## src/hdl/supervisor_pkg.sv

```systemverilog
/*
  Constants, mode encodings and register map of the supply and thermal supervisor.
  Assumes a 10 MHz clock and a plain register port with one-cycle read latency.
*/
// Function
// - Power-on sets flag; reset held till delay
// - Battery loss resets; restart in init
// - Battery undervoltage sets only its flag
// - Undervoltage disables short protection, thermal stays
// - Stop mode skips battery monitoring mostly
// - Battery overvoltage monitored, sticky after pump off
// - Prewarning sets only warning flag
// - Main undervoltage resets, restart, flag at release
// - Hysteresis bit selects highest rising threshold
// - Sleep sets no main-output flags
// - Overvoltage with config one: restart, self-clear
// - Overvoltage with config zero: fail-safe
// - Main output short: flag, off, fail-safe
// - Short fail-safe wakes on bus, wake, pin
// - Aux and transceiver undervoltage sticky flags
// - Block overtemperature switches off, sets flag
// - Aux thermal clears enable, sets flag
// - Transceiver thermal stops transmitter, fault 01
// - Prewarning temperature sets sticky flag
// - Chip thermal: fail-safe, wait, restart, normal
// - Count chip thermal events; extend wait 64x
// - Chip thermal while entering sleep: fail-safe
package supervisor_pkg;

  typedef enum logic [2:0]
  {
    mode_init = 3'b000,
    mode_normal = 3'b001,
    mode_stop = 3'b010,
    mode_sleep = 3'b011,
    mode_restart = 3'b100,
    mode_failsafe = 3'b101
  } mode_type;

  localparam int unsigned CLOCK_HZ = 10000000;
  localparam int unsigned RESET_DELAY_US = 10000;
  localparam int unsigned RESET_DELAY_CYCLES = RESET_DELAY_US * (CLOCK_HZ / 1000000);
  localparam int unsigned SHORT_FILTER_US = 2000;
  localparam int unsigned SHORT_FILTER_CYCLES = SHORT_FILTER_US * (CLOCK_HZ / 1000000);
  localparam int unsigned THERMAL_WAIT_US = 1000;
  localparam int unsigned THERMAL_WAIT_CYCLES = THERMAL_WAIT_US * (CLOCK_HZ / 1000000);
  localparam int unsigned WAIT_EXTEND = 64;
  localparam logic [4:0] THERMAL_COUNT_LIMIT = 5'h10;
  localparam logic [1:0] XCVR_FAULT_THERMAL = 2'h1;

  localparam logic [3:0] ADDR_STATUS = 4'h0;
  localparam logic [3:0] ADDR_CONTROL = 4'h1;
  localparam logic [3:0] ADDR_MODE = 4'h2;
  localparam logic [15:0] CONTROL_RESET = 16'h0000;

  // Status bit positions; write one to clear
  localparam int POS_POWER_ON = 0;
  localparam int POS_BAT_UNDER = 1;
  localparam int POS_BAT_OVER = 2;
  localparam int POS_PREWARN = 3;
  localparam int POS_MAIN_UNDER = 4;
  localparam int POS_MAIN_OVER = 5;
  localparam int POS_SHORT = 6;
  localparam int POS_AUX_UNDER = 7;
  localparam int POS_XCVR_UNDER = 8;
  localparam int POS_BLOCK_THERM = 9;
  localparam int POS_AUX_OT = 10;
  localparam int POS_TEMP_PREWARN = 11;
  localparam int POS_CHIP_THERM = 12;
  localparam int POS_SAFE = 13;
  localparam int POS_FAILURE = 14;
  localparam int FLAG_COUNT = 15;
  // Power-on flag alone after reset
  localparam logic [FLAG_COUNT-1:0] FLAG_RESET = 15'h0001;

  // Control bit positions
  localparam int POS_HYST_SEL = 0;
  localparam int POS_OV_RST_EN = 1;
  localparam int POS_CFG_STATE = 2;
  localparam int POS_AUX_EN = 3;
  localparam int POS_XCVR_EN = 4;
  localparam int POS_EXTEND_EN = 5;
  localparam int POS_PUMP_EN = 6;
  localparam int POS_GPIO_WAKE = 7;
  localparam int POS_SLEEP_REQ = 8;
  localparam int POS_STOP_REQ = 9;
  localparam int POS_NORMAL_REQ = 10;

endpackage

```

## src/hdl/supply_thermal_supervisor.sv

```systemverilog
/*
  Supply and thermal supervision: sticky flags, reset output, fail output, mode machine.
  Assumes detector inputs are raw levels, synchronised here, and a power-on reset on reset_n.
*/
`timescale 1ns/100ps
`default_nettype none
module supply_thermal_supervisor
(
  input wire logic clock,
  input wire logic reset_n,
  input wire logic battery_por_low,
  input wire logic battery_under,
  input wire logic battery_over,
  input wire logic main_prewarn,
  input wire logic main_under,
  input wire logic main_above_rt1,
  input wire logic main_over,
  input wire logic load_above_peak,
  input wire logic aux_under,
  input wire logic xcvr_under,
  input wire logic aux_hot,
  input wire logic xcvr_hot,
  input wire logic main_hot_prewarn,
  input wire logic chip_hot,
  input wire logic bus_wake,
  input wire logic wake_input,
  input wire logic gpio_wake,
  input wire logic [3:0] reg_addr,
  input wire logic [15:0] reg_wdata,
  input wire logic reg_write,
  input wire logic reg_read,
  output logic [15:0] reg_rdata,
  output logic reset_out_n,
  output logic fail_output,
  output logic main_out_enable,
  output logic aux_out_enable,
  output logic xcvr_tx_enable,
  output logic [1:0] xcvr_fault,
  output supervisor_pkg::mode_type mode
);
  import supervisor_pkg::*;

  // ----------------------------------------
  // Input synchronisers
  // ----------------------------------------
  localparam int NSYNC = 17;
  wire [NSYNC-1:0] raw_in = {gpio_wake, wake_input, bus_wake, chip_hot, main_hot_prewarn, xcvr_hot, aux_hot,
    xcvr_under, aux_under, load_above_peak, main_over, main_above_rt1, main_under, main_prewarn,
    battery_over, battery_under, battery_por_low};
  logic [NSYNC-1:0] meta_ff;
  logic [NSYNC-1:0] sync_ff;
  genvar gi;
  generate
    for (gi = 0; gi < NSYNC; gi++)
    begin : g_sync
      always_ff @(posedge clock)
      begin
        meta_ff[gi] <= reset_n ? raw_in[gi] : 1'b0;
        sync_ff[gi] <= reset_n ? meta_ff[gi] : 1'b0;
      end
    end
  endgenerate
  wire s_por_low = sync_ff[0];
  wire s_bat_under = sync_ff[1];
  wire s_bat_over = sync_ff[2];
  wire s_prewarn = sync_ff[3];
  wire s_main_under = sync_ff[4];
  wire s_above_rt1 = sync_ff[5];
  wire s_main_over = sync_ff[6];
  wire s_peak = sync_ff[7];
  wire s_aux_under = sync_ff[8];
  wire s_xcvr_under = sync_ff[9];
  wire s_aux_hot = sync_ff[10];
  wire s_xcvr_hot = sync_ff[11];
  wire s_temp_pw = sync_ff[12];
  wire s_chip_hot = sync_ff[13];
  wire s_bus_wake = sync_ff[14];
  wire s_wake = sync_ff[15];
  wire s_gpio_wake = sync_ff[16];

  // ----------------------------------------
  // State
  // ----------------------------------------
  mode_type mode_ff, nxt_mode;
  logic [FLAG_COUNT-1:0] flag_ff, nxt_flag;
  logic [15:0] ctrl_ff, nxt_ctrl;
  logic [23:0] timer_ff, nxt_timer;
  logic [4:0] tcount_ff, nxt_tcount;
  logic rst_low_ff, nxt_rst_low;
  logic fail_ff, nxt_fail;
  logic main_on_ff, nxt_main_on;
  logic short_trip_ff, nxt_short_trip;
  logic ov_restart_ff, nxt_ov_restart;
  logic hot_prev_ff;
  logic main_ok_prev_ff;
  logic [15:0] rdata_ff, nxt_rdata;

  // ----------------------------------------
  // Decode and events
  // ----------------------------------------
  wire wr_status = reg_write && reg_addr == ADDR_STATUS;
  wire wr_ctrl = reg_write && reg_addr == ADDR_CONTROL;
  wire [FLAG_COUNT-1:0] clr = wr_status ? reg_wdata[FLAG_COUNT-1:0] : '0;
  wire active_mode = mode_ff == mode_init || mode_ff == mode_restart || mode_ff == mode_normal;
  wire stop_watch = mode_ff == mode_stop && (s_peak || s_prewarn);
  wire bat_watch = active_mode || stop_watch;
  wire over_watch = bat_watch || ctrl_ff[POS_PUMP_EN];
  wire main_watch = main_on_ff && mode_ff != mode_sleep;
  // Hysteresis selects the highest rising threshold for release
  wire main_ok = ctrl_ff[POS_HYST_SEL] ? s_above_rt1 : !s_main_under;
  wire hot_rise = s_chip_hot && !hot_prev_ff;
  wire hot_fall = !s_chip_hot && hot_prev_ff;
  wire aux_on = ctrl_ff[POS_AUX_EN];
  wire aux_trip = aux_on && s_aux_hot;
  wire xcvr_trip = ctrl_ff[POS_XCVR_EN] && s_xcvr_hot;
  wire short_en = !s_bat_under;
  wire short_timeout = short_en && main_on_ff && !main_ok && timer_ff >= 24'(SHORT_FILTER_CYCLES - 1);
  wire wake_any = s_bus_wake || s_wake || (s_gpio_wake && ctrl_ff[POS_GPIO_WAKE]);
  wire over_rst = s_main_over && main_watch && ctrl_ff[POS_OV_RST_EN];
  wire chip_clr_ok = clr[POS_CHIP_THERM] && !s_chip_hot && mode_ff == mode_normal;
  wire [23:0] thermal_wait = flag_ff[POS_SAFE] ? 24'(THERMAL_WAIT_CYCLES * WAIT_EXTEND)
    : 24'(THERMAL_WAIT_CYCLES);

  // ----------------------------------------
  // Flags, counter, control
  // ----------------------------------------
  always_comb
  begin
    nxt_flag = flag_ff;
    // Clears only where allowed by the present condition; sets always win
    if (clr[POS_POWER_ON]) nxt_flag[POS_POWER_ON] = 1'b0;
    if (clr[POS_BAT_UNDER] && !s_bat_under) nxt_flag[POS_BAT_UNDER] = 1'b0;
    if (clr[POS_BAT_OVER]) nxt_flag[POS_BAT_OVER] = 1'b0;
    if (clr[POS_PREWARN]) nxt_flag[POS_PREWARN] = 1'b0;
    if (clr[POS_MAIN_UNDER]) nxt_flag[POS_MAIN_UNDER] = 1'b0;
    if (clr[POS_MAIN_OVER]) nxt_flag[POS_MAIN_OVER] = 1'b0;
    if (clr[POS_SHORT]) nxt_flag[POS_SHORT] = 1'b0;
    if (clr[POS_AUX_UNDER]) nxt_flag[POS_AUX_UNDER] = 1'b0;
    if (clr[POS_XCVR_UNDER]) nxt_flag[POS_XCVR_UNDER] = 1'b0;
    if (clr[POS_BLOCK_THERM] && !s_aux_hot && !s_xcvr_hot) nxt_flag[POS_BLOCK_THERM] = 1'b0;
    if (clr[POS_AUX_OT] && !s_aux_hot) nxt_flag[POS_AUX_OT] = 1'b0;
    if (clr[POS_TEMP_PREWARN] && !s_temp_pw) nxt_flag[POS_TEMP_PREWARN] = 1'b0;
    if (chip_clr_ok) nxt_flag[POS_CHIP_THERM] = 1'b0;
    if (clr[POS_SAFE]) nxt_flag[POS_SAFE] = 1'b0;
    if (clr[POS_FAILURE]) nxt_flag[POS_FAILURE] = 1'b0;
    if (bat_watch && s_bat_under) nxt_flag[POS_BAT_UNDER] = 1'b1;
    if (over_watch && s_bat_over) nxt_flag[POS_BAT_OVER] = 1'b1;
    if (main_watch && s_prewarn) nxt_flag[POS_PREWARN] = 1'b1;
    if (main_watch && mode_ff == mode_restart && rst_low_ff && !nxt_rst_low && !ov_restart_ff)
      nxt_flag[POS_MAIN_UNDER] = 1'b1;
    if (main_watch && s_main_over) nxt_flag[POS_MAIN_OVER] = 1'b1;
    if (short_timeout)
    begin
      nxt_flag[POS_SHORT] = 1'b1;
      nxt_flag[POS_FAILURE] = 1'b1;
    end
    if (aux_on && s_aux_under && timer_ff >= 24'(SHORT_FILTER_CYCLES - 1) && mode_ff != mode_sleep)
      nxt_flag[POS_AUX_UNDER] = 1'b1;
    if (ctrl_ff[POS_XCVR_EN] && s_xcvr_under) nxt_flag[POS_XCVR_UNDER] = 1'b1;
    if (aux_trip || xcvr_trip) nxt_flag[POS_BLOCK_THERM] = 1'b1;
    if (aux_trip) nxt_flag[POS_AUX_OT] = 1'b1;
    if (s_temp_pw) nxt_flag[POS_TEMP_PREWARN] = 1'b1;
    if (hot_rise) nxt_flag[POS_CHIP_THERM] = 1'b1;
    // Set on the event that reaches the limit, so software can clear it
    if (ctrl_ff[POS_EXTEND_EN] && hot_rise && tcount_ff == THERMAL_COUNT_LIMIT - 5'h01)
      nxt_flag[POS_SAFE] = 1'b1;
  end

  always_comb
  begin
    nxt_tcount = tcount_ff;
    if (chip_clr_ok || !ctrl_ff[POS_EXTEND_EN])
      nxt_tcount = '0;
    if (hot_rise && tcount_ff != THERMAL_COUNT_LIMIT)
      nxt_tcount = tcount_ff + 5'h01;
  end

  always_comb
  begin
    nxt_ctrl = wr_ctrl ? reg_wdata : ctrl_ff;
    nxt_ctrl[POS_SLEEP_REQ] = wr_ctrl & reg_wdata[POS_SLEEP_REQ];
    nxt_ctrl[POS_STOP_REQ] = wr_ctrl & reg_wdata[POS_STOP_REQ];
    nxt_ctrl[POS_NORMAL_REQ] = wr_ctrl & reg_wdata[POS_NORMAL_REQ];
    if (aux_trip) nxt_ctrl[POS_AUX_EN] = 1'b0;
    if (ov_restart_ff && mode_ff == mode_restart && !nxt_rst_low) nxt_ctrl[POS_OV_RST_EN] = 1'b0;
  end

  // ----------------------------------------
  // Mode machine
  // ----------------------------------------
  always_comb
  begin
    nxt_mode = mode_ff;
    nxt_timer = timer_ff + 24'h000001;
    nxt_rst_low = rst_low_ff;
    nxt_fail = fail_ff;
    nxt_main_on = main_on_ff;
    nxt_short_trip = short_trip_ff;
    nxt_ov_restart = ov_restart_ff;
    if (main_ok != main_ok_prev_ff) nxt_timer = '0;
    unique case (mode_ff)
      mode_init, mode_restart:
      begin
        // Timer also runs while low, so the short filter can expire
        if (((main_ok && main_ok_prev_ff) || ov_restart_ff) && timer_ff >= 24'(RESET_DELAY_CYCLES - 1))
        begin
          nxt_rst_low = 1'b0;
          nxt_mode = mode_normal;
          nxt_ov_restart = 1'b0;
          nxt_timer = '0;
        end
      end
      mode_normal, mode_stop:
      begin
        if (ctrl_ff[POS_SLEEP_REQ])
          nxt_mode = mode_sleep;
        else if (ctrl_ff[POS_STOP_REQ])
          nxt_mode = mode_stop;
        else if (ctrl_ff[POS_NORMAL_REQ])
          nxt_mode = mode_normal;
        if (main_watch && !main_ok && !short_timeout)
        begin
          nxt_mode = mode_restart;
          nxt_rst_low = 1'b1;
          nxt_timer = '0;
        end
      end
      mode_sleep:
      begin
        nxt_main_on = 1'b0;
        if (wake_any)
        begin
          nxt_mode = mode_restart;
          nxt_main_on = 1'b1;
          nxt_rst_low = 1'b1;
          nxt_timer = '0;
        end
      end
      mode_failsafe:
      begin
        if (short_trip_ff)
        begin
          nxt_timer = '0;
          if (wake_any)
          begin
            nxt_short_trip = 1'b0;
            nxt_main_on = 1'b1;
            nxt_mode = mode_restart;
          end
        end
        else if (!s_chip_hot && !fail_ff && timer_ff >= thermal_wait - 24'h000001)
        begin
          nxt_mode = mode_restart;
          nxt_timer = '0;
        end
      end
      default:
        nxt_mode = mode_init;
    endcase
    // One restart per event; the reset delay ends it though overvoltage stays
    if (over_rst && mode_ff != mode_failsafe && !ov_restart_ff)
    begin
      nxt_fail = 1'b1;
      nxt_rst_low = 1'b1;
      nxt_timer = '0;
      if (ctrl_ff[POS_CFG_STATE])
      begin
        nxt_mode = mode_restart;
        nxt_ov_restart = 1'b1;
      end
      else
        nxt_mode = mode_failsafe;
    end
    if (short_timeout)
    begin
      nxt_mode = mode_failsafe;
      nxt_main_on = 1'b0;
      nxt_fail = 1'b1;
      nxt_rst_low = 1'b1;
      nxt_short_trip = 1'b1;
    end
    if (hot_rise)
    begin
      nxt_mode = mode_failsafe;
      nxt_rst_low = 1'b1;
      nxt_timer = '0;
    end
    if (hot_fall) nxt_timer = '0;
    if (mode_ff == mode_failsafe && s_chip_hot) nxt_timer = '0;
  end

  // ----------------------------------------
  // Read data
  // ----------------------------------------
  wire [15:0] status_word = 16'(flag_ff);
  wire [15:0] mode_word = {11'h000, xcvr_fault, mode_ff};
  wire [15:0] rd_sel = reg_addr == ADDR_STATUS ? status_word : reg_addr == ADDR_CONTROL ? ctrl_ff
    : reg_addr == ADDR_MODE ? mode_word : 16'h0000;
  assign nxt_rdata = reg_read ? rd_sel : 16'h0000;

  // ----------------------------------------
  // Registers
  // ----------------------------------------
  // Battery loss acts as reset: all state but the synchronisers returns to init
  wire por = !reset_n || s_por_low;
  always_ff @(posedge clock)
  begin
    if (por)
    begin
      mode_ff <= mode_init;
      flag_ff <= FLAG_RESET;
      ctrl_ff <= CONTROL_RESET;
      timer_ff <= 24'h000000;
      tcount_ff <= 5'h00;
      rst_low_ff <= 1'b1;
      fail_ff <= 1'b0;
      main_on_ff <= 1'b1;
      short_trip_ff <= 1'b0;
      ov_restart_ff <= 1'b0;
      hot_prev_ff <= 1'b0;
      main_ok_prev_ff <= 1'b0;
      rdata_ff <= 16'h0000;
    end
    else
    begin
      mode_ff <= nxt_mode;
      flag_ff <= nxt_flag;
      ctrl_ff <= nxt_ctrl;
      timer_ff <= nxt_timer;
      tcount_ff <= nxt_tcount;
      rst_low_ff <= nxt_rst_low;
      fail_ff <= wr_status && reg_wdata[POS_FAILURE] && !nxt_flag[POS_FAILURE] ? 1'b0 : nxt_fail;
      main_on_ff <= nxt_main_on;
      short_trip_ff <= nxt_short_trip;
      ov_restart_ff <= nxt_ov_restart;
      hot_prev_ff <= s_chip_hot;
      main_ok_prev_ff <= main_ok;
      rdata_ff <= nxt_rdata;
    end
  end

  assign reg_rdata = rdata_ff;
  assign reset_out_n = !rst_low_ff;
  assign fail_output = fail_ff;
  assign main_out_enable = main_on_ff;
  assign aux_out_enable = ctrl_ff[POS_AUX_EN];
  assign xcvr_tx_enable = ctrl_ff[POS_XCVR_EN] && !s_xcvr_hot;
  assign xcvr_fault = (ctrl_ff[POS_XCVR_EN] && s_xcvr_hot) ? XCVR_FAULT_THERMAL : 2'h0;
  assign mode = mode_ff;

endmodule // supply_thermal_supervisor
`default_nettype wire

```

## config.mk

```make
export PLATFORM = sky130hd
export DESIGN_NAME = supply_thermal_supervisor
export DESIGN_NICKNAME = d
export VERILOG_FILES = /design/src/hdl/supervisor_pkg.sv /design/src/hdl/supply_thermal_supervisor.sv
export SDC_FILE = /design/constraint.sdc
export NUM_CORES = 1
export LEC_CHECK = 0
export ABC_AREA = 1
export BUFFER_PORTS_ARGS = -buffer_cell sky130_fd_sc_hd__buf_2
export CAP_MARGIN = 0
export CORE_MARGIN = 3
export CORE_UTILIZATION = 59
export CTS_CLUSTER_SIZE = 25
export DETAILED_ROUTE_END_ITERATION = 10
export PLACE_DENSITY_LB_ADDON = 0.2
export RECOVER_POWER = 25
export SLEW_MARGIN = 5
export SYNTH_ARGS = -nofsm -noshare
export SYNTH_HDL_FRONTEND = slang
export SYNTH_SLANG_ARGS = --single-unit
```

## constraint.sdc

```tcl
create_clock -name clock -period 4.65 [get_ports clock]
set_input_delay 0.93 -clock clock [delete_from_list [all_inputs] [get_ports clock]]
set_output_delay 0.93 -clock clock [all_outputs]
set_load 0.05 [all_outputs]
```

# Word-level counts from Yosys, hierarchy flattened
# Index checks and enable logic that the tools add are counted.
# word_totals
register_bits	120
out_inout_bits	26
word_cells	282
in_bits	41
# op_classes
eq_ne	20
muxes	79
order_cmp	3
addsub	3
bitwise	4
reduce_logical	107
# ops
op	count
2-to-1 mux 24 bit	6
case mux 24 bit (4 select lines)	1
2-to-1 mux 1 bit	51
logical AND 1 bit	49
2-to-1 mux 3 bit	11
nonzero test 2 bit	16
2-to-1 mux 15 bit	2
adder 24 x 1 -> 24 bit (second input constant)	1
>= comparator 24 x 15 -> 1 bit (second input constant)	1
>= comparator 24 x 17 -> 1 bit (second input constant)	1
>= comparator 24 bit	1
subtractor 20 x 1 -> 21 bit (second input constant)	1
2-to-1 mux 20 bit	1
zero test 1 bit	16
2-to-1 mux 16 bit	1
2-to-1 mux 5 bit	3
!= test 3 bit (second input constant)	4
!= test 6 bit (second input constant)	2
case mux 3 bit (4 select lines)	1
OR reduction 2 bit	6
logical OR 1 bit	11
!= test 5 bit (second input constant)	2
AND reduction 3 bit	3
!= test 8 bit (second input constant)	1
19 further kinds	24

# Depth between registers and ports, before layout
# Gate-level depths: netlist of the first run.
# depth
depth_word	16
mapped_depth	14

# Least setup slack after synthesis of the first run
# OpenSTA, ideal clock, no wires.
# synth_path
path_kind	input port to flip-flop
start	in reset_n
end	reg rdata_ff[10], in the netlist reg_rdata[10]
t_arrival_ns	2.007
path_buffers	2
setup_ns	0.134
setup_slack_ns	2.509
stages	6
t_required_ns	4.516
path_cell_list	buf_2 nand2_1 clkinv_1 nand2_1 clkbuf_1 o22ai_1
# synth_between
elab_chain_len	3
# synth_rtl
item	line	rtl
start: declaration	supply_thermal_supervisor.sv:10	input wire logic reset_n,
zero test 1 bit	supply_thermal_supervisor.sv:305	wire por = !reset_n || s_por_low;
logical OR 1 bit	supply_thermal_supervisor.sv:305	
OR reduction 2 bit (no source line)	n/a	
end signal: assignment	supply_thermal_supervisor.sv:338	rdata_ff <= nxt_rdata;
end: declaration	supply_thermal_supervisor.sv:96	logic [15:0] rdata_ff, nxt_rdata;
# No other way between the ends.
# A chain may end at the register's enable or synchronous reset.

# Final worst setup path of the first run
# layout_path
start	in reset_n
end	reg rdata_ff[14], in the netlist reg_rdata[14]
# Same word-level chain as after synthesis.

==> results of run 1 <==
## area by class of cell
type,instances,area [um^2]
clock buffers,18,418
clock inverters,14,119
inverters,122,458
flip-flops and latches,120,2400
repair buffers,67,339
well taps,108,135
fillers,740,2480
multi-input cells,484,2540
## cells in the final DEF, fill, tap and decap left out, drive strengths merged, types with 8 or more instances in the layout
master	n
nand3	42
o22ai	10
inv	127
clkbuf	19
ha	16
o21ai	30
dfxtp	120
nand4	16
nor2	82
xor2	14
nor3	8
buf	66
a21oi	43
nand2	198
## through the flow
step                      setup slack [ps]  total power (W)
after CTS                             2060          0.00242
after global routing                  1300          0.00249
after floorplan                       2510          0.00120
final                                 1620          0.00241
after global placement                1650          0.00125
after detailed placement              1560          0.00125
## state kept, by name, indices dropped and copies added, names as in the netlist, 3 cells and up
signal	flops
ctrl_ff	16
flag_ff	15
meta_ff	17
mode	3
reg_rdata	16
tcount_ff	5
timer_ff	24
## worst min path at each step
| stage | from | end | cells after the start |
|---|---|---|---|
| after detailed placement | meta_ff[4] | s_main_under | 2 |
| after CTS | meta_ff[6] | s_main_over | 2 |
| after global routing | meta_ff[5] | s_above_rt1 | 2 |
| after floorplan | meta_ff[5] | s_above_rt1 | 2 |
| final | meta_ff[6] | s_main_over | 2 |
| after global placement | meta_ff[8] | s_aux_under | 2 |
## routing by layer
metal | vias up | global-route usage | part of all wire
li1 | 2481 | - | -
met1 | 2250 | 0.370 | 0.47
met2 | 166 | 0.398 | 0.44
met3 | 28 | 0.0568 | 0.067
met4 | 0 | 0.0959 | 0.021
met5 | - | 0 | 0
## cells by family after synthesis
group | after synthesis | share of synthesized area
and+or+nand+nor | 361 | 0.305
xor gates and xnor gates | 15 | 0.0238
adders and majority gates | 16 | 0.0363
other | 1 | 0.000680
DFF | 120 | 0.436
buffers and inverters | 142 | 0.105
AOI/OAI and AO/OA | 91 | 0.0939
## worst register-to-register path, stage by stage, from the launching register on
cell and delay, ps:
dfxtp_1 470, inv_1 250, ha_1 370, nand2_1 60, inv_1 70, nand3_1 80, nand3_1 130, nand2_1 80
nand3_1 80, nand2_1 50, nand2_1 180, nand4_4 200, nand2_4 280, nor2_1 90
## report_power, final
group	internal (W)	switching, W
clock network	0.000668	0.000508
logic	0.0000500	0.000108
registers	0.00105	0.0000192
==> impl_results.md, run 1 <==
* Final ANT Viol Nets at 0
* Initial Utilization at 0.620
* Layout Nets at 869
* Worst min path class: flop to flop
* Final core utilization at 0.721
* Post-synth EDFFs at 0
* PD cells at approximately 380 nW/um^2
* Crit path launch type: input port
* Top-count cell post-synth: nand2_1
* Antenna violations before repair at 0
* Crit path buf inv count at 4
* CP max-delay cell: clkbuf_1
* Post-DR wirelength/cell at about 14 um
* Die ar. at 10500 um^2
* Relative slew slack at 0.162
* Synth cell types at 42
* Static Leak at slightly above 3 nW
* Sequential area share after synthesis at 0.436
* Worst reg2reg endpoint: timer_ff[18]
* Diodes inserted at 0
* Resized cells post-CTS at 0
* Synth Instances at 746
* CTS Buffer Depth at 2
* Critical Path RT at 5070 ps
* Unrepaired setup endpoints after global routing: false
* # Post-CTS Setup Buffers at 0
* Core box area at between 8000 and 9000 um^2
* Post-route design area at about 6400 um^2
* # hold bufs at CTS at 0
* Highest Clock Rate at 0.330 GHz
* Fin. Hold Viols at 0
* Area growth, synth to finish at 16.2%
* Placed Cells at 901
* Worst Hold Slack at 412 ps
* Ports at 67
* Root Driver: clkbuf_8
* Top_reg_cell synth: dfxtp_1
* Max H-tree Level at 4
* Crit end category: flop
* Vias in the first global route at 4628
* Layout cells sized above 1 at 0.168
* Non-filler instance count after layout at a little over 900
* Syn avg cell area at 7.39 um^2
* Grt ovf at 0
* Vias per cell at 5.28
* Async SR Flop Fraction at 0
* Setup crit start: reset_n
* Critical Path AT at 3460 ps
* Synth Register Bits at 120
* Max_cap viols at 0
* Vias at a little under 5000
* DP Wirelength at 9.69 mm
* CP Cell Sequence: clkbuf_1 -> nand2_1 -> buf_4 -> clkinv_1 -> buf_4 -> nand3_1 -> o21ai_0
* Commonest cells in the netlist: nand2_1, dfxtp_1, inv_1, nor2_1, a21oi_1
* R2r setup slk at 2150 ps
* Synth area leader: dfxtp_1
* CTS sink cnt at 120
* Setup Skew at roughly 7.4 ps
* Final Slew Violations at 0
* Synth area leaders: dfxtp_1, nand2_1, inv_1, nor2_1, a21oi_1
* R2R depth at 13
* DRT Pass-1 Iters at 5
* Die Width at 103 um
* Crit path to: reg_rdata[14]
* Die Ht at 103 um
* First-pass GRT wire length at 21.6 mm
* Worst vdd ir at 0.000386 V
* Cts bufs inserted at 17
* Largest net degree at the start of global routing at 36
* Netlist Area Pre-Place at ~5500 um^2
* Syn. warnings at 0
* CTS tree: yes
* Total Routing Usage GR at 0.263
* Drt drc at 0
* Syn nets at 803
* Post-synth top area share at 0.436
* WS Path Type: input port to flop
* Worst Tran Pin Value at 1260 ps
* Starting DRT DRC Count at 351
* Tmin final at 3030 ps
* Clk_lat worst skew at 510 ps
* Gpl congestion at 0.954
* Critical path's top delay family: buffers and inverters
* Port Buffers at 65
* Final number of setup-violating endpoints at 0
* Critical path depth in cells at 7
* Num rows at 34
* Biggest cell delay along the critical path at ~900 ps
* TNS Setup at 0 ps
* Most frequent CP cell: buf_4
* Clock Pin Slew Worst Setup and Hold Paths at ~60 ps
* Area after DPL at 5870 um^2
* Crit Path Max Fanout at 35
* Status: finished, final reports clean
* Crit share post-route at 0.652
* Reg-to-reg startpoint: flag_ff[13]
* Total Routed Length at 13.3 mm
Power figures use the tool's default switching activity.
==> run 2: changes to the inputs <==
- CORE_UTILIZATION: 59 -> 58
- clock period: 4.65 -> 3.1 ns (I/O delays scaled with it)
==> run 2 against run 1 <==
Effect of this change:
- clock power grew 59%
- sequential cell count is the same
- clock skew grew 2.7 ps
- critical path type is now flop to flop
- critical endpoint is now timer_ff[18]
- largest cell class unchanged
==> impl_results.md, run 2 (synthesis gave the netlist of run 1 again) <==
* Status: finished, final reports clean
* Vias at 4987 (+1.3%)
* Largest net degree at the start of global routing at 35 (-2.8%)
* Worst Tran Pin Value at 1240 ps (-13.9 ps)
* Die Width at 104 um (+0.81%)
* R2R depth at 13 (unchanged)
* Max H-tree Level at 4 (unchanged)
* CP max-delay cell: dfxtp_1
* Root Driver: clkbuf_8
* Setup crit start: flag_ff[13]
* Highest Clock Rate at 0.434 GHz
* Clock Pin Slew Worst Setup and Hold Paths at 60 ps (about the same)
* Clock power share at 0.504 (+0.015)
* CTS sink cnt at 120 (unchanged)
* Cts bufs inserted at 17 (unchanged)
* Setup WS post-layout at 796 ps (-823 ps)
* Biggest cell delay along the critical path at 420 ps (-480 ps)
* Crit share post-route at 0.743
* Area growth, synth to finish at 17.6%
* Layout Nets at 872 (+0.35%)
* Setup Skew at 10.1 ps (+2.67 ps)
* Critical Path AT at 2700 ps (-760 ps)
* Filler instances at 707 (-4.5%)
* # hold bufs at CTS at 0 (unchanged)
* Fin. Hold Viols at 0 (unchanged)
* Unrepaired setup endpoints after global routing: false
* Starting DRT DRC Count at 356 (+1.4%)
* Initial Utilization at 0.614 (-0.00588)
* Crit Path Max Fanout at 18 (-49%)
* Top Registers: timer_ff x24, meta_ff x17
* Ports at 67 (unchanged)
* Post-DR wirelength/cell at 13.8 um (-2.8%)
* Combinational share of power at 0.064 (about the same)
* Vias per cell at 5.23 (-0.97%)
* Resized cells post-CTS at 0 (unchanged)
* Critical Path RT at 3500 ps (-1570 ps)
* WS Path Type: flop to flop
* Drt drc at 0 (unchanged)
* CTS tree: yes
* Sw power at 0.000898 W (+41%)
* First-pass GRT wire length at 22.3 mm (+3.4%)
* Biggest register: timer_ff
* Most frequent CP cell: nand2_1
* Worst vdd ir at 0.000692 V (+79%)
* Switching share of total power at 0.241 (-0.0227)
* Antenna violations before repair at 0 (unchanged)
* Crit path launch type: flop
* Post-Place Setup Slack at 789 ps (-773 ps)
* # Post-CTS Setup Buffers at 0 (unchanged)
* Crit end category: flop
* Core box area at 8980 um^2 (+0.96%)
* R2r setup slk at 800 ps (-1350 ps)
* Total Routed Length at 13.2 mm (-0.62%)
* Commonest non-fill, non-tap cell in the layout: nand2_1
* CTS Buffer Depth at 2 (unchanged)
* Layout cells sized above 1 at 0.169 (+0.000597)
* Hold Path Depth at 3 (+1)
* Hold Crit Start: wake_input
* Tmin final at 2300 ps
* Gpl congestion at 0.969 (+1.7%)
* Port Buffers at 65 (unchanged)
* Grt ovf at 0 (unchanged)
* DP Wirelength at 9.63 mm (-0.54%)
* Max reg flops at 24 (unchanged)
* Final Slew Violations at 0 (unchanged)
* CP Cell Sequence: inv_1 -> ha_1 -> nand2_1 -> nor2_1 -> nand2_1 -> nor2_1 -> nand2_1 -> nand3_1 -> nand2_1 -> nand2_1 -> nand4_4 -> nand2_4 -> nor2_1
* Die Ht at 104 um (+0.81%)
* Most frequent cells in the layout: nand2_1, dfxtp_1, inv_1
* Seq pwr share at 0.431 (-0.015)
* Max_cap viols at 0 (unchanged)
* Worst reg2reg endpoint: timer_ff[18]
* Final ANT Viol Nets at 0 (unchanged)
* Worst min path class: input port to flop
* DRT Pass-1 Iters at 5 (unchanged)
* Vias in the first global route at 4707 (+1.7%)
* Static Leak at 3.08 nW (+1.0%)
* TNS Setup at 0 ps (unchanged)
* Int Power at 0.00282 W (+59%)
* Diodes inserted at 0 (unchanged)
* Num rows at 34 (unchanged)
* Total Routing Usage GR at 0.253 (-0.0102)
* Clk_lat worst skew at 510 ps (about the same)
* Reg-to-reg startpoint: flag_ff[13]
* Relative slew slack at 0.171 (+0.00928)
* Final number of setup-violating endpoints at 0 (unchanged)
* Die ar. at 10700 um^2 (+1.6%)
* PD cells at 574 nW/um^2 (+53%)
* Hold endpoint: meta_ff[15]
-- run 2: changes by cell type in the layout (fill, tap and decap cells not counted) --
cell        delta
bufinv_16      +2
clkbuf_1       +2
inv_6          -2
inv_8          -2
buf_4          +1
clkbuf_8       +1
clkinv_2       +1
clkinv_4       +1
clkinvlp_4     -1
-- run 2: final cells by class --
class,instances,area (um^2),share of cell area
multi-input cells,484,2540,0.391
flip-flops and latches,120,2400,0.370
inverters,122,458,0.0706
clock buffers,19,432,0.0666
repair buffers,70,354,0.0546
well taps,126,158,0.0243
clock inverters,13,145,0.0224
-- run 2: power by group through the flow --
stage / clock (W) / combinational [W] / sequential (W)
floorplan: 0 / 0.000157 / 0.00164
global route: 0.00198 / 0.000265 / 0.00161
detailed placement: 0 / 0.000236 / 0.00164
CTS: 0.00190 / 0.000239 / 0.00161
global placement: 0 / 0.000233 / 0.00164
finish: 0.00188 / 0.000240 / 0.00161
-- run 2: how the worst max path moves through the flow --
| stage | endpoint | slack (ps) |
|---|---|---|
| after floorplan | timer_ff[11] | 1130 |
| after global placement | reg_rdata[10] | 850 |
| after detailed placement | timer_ff[23] | 790 |
| after CTS | timer_ff[18] | 780 |
| after global routing | timer_ff[18] | 510 |
| final | timer_ff[18] | 800 |
-- run 2: worst max-delay path, delay by kind of cell, from the launching register on --
family                   cells  cell delay (ps)
adder cells (fa/ha/maj)      1              350
AND/OR/NAND/NOR             11             1210
buffers and inverters        1              200
flip-flops                   1              420
-- run 2: through the flow --
stage | utilization | instances | cell area, um^2 | hold WS, ps | power, W
after floorplan | - | 746 | 5520 | 390 | 0.00180
after global placement | 0.659 | 922 | 5920 | 393 | 0.00187
after detailed placement | 0.659 | 922 | 5920 | 397 | 0.00187
after CTS | 0.723 | 954 | 6490 | 272 | 0.00374
after global routing | 0.722 | 954 | 6480 | 276 | 0.00386
final | 0.722 | 954 | 6480 | 287 | 0.00372
-- run 2: per-layer routing --
metal	vias to the layer above	global-route usage	wire length, um	share of wire
li1	2488	-	-	-
met1	2255	0.341	5940	0.45
met2	219	0.399	5920	0.45
met3	25	0.0665	1140	0.086
met4	0	0.0779	195	0.015
met5	-	0	0	0
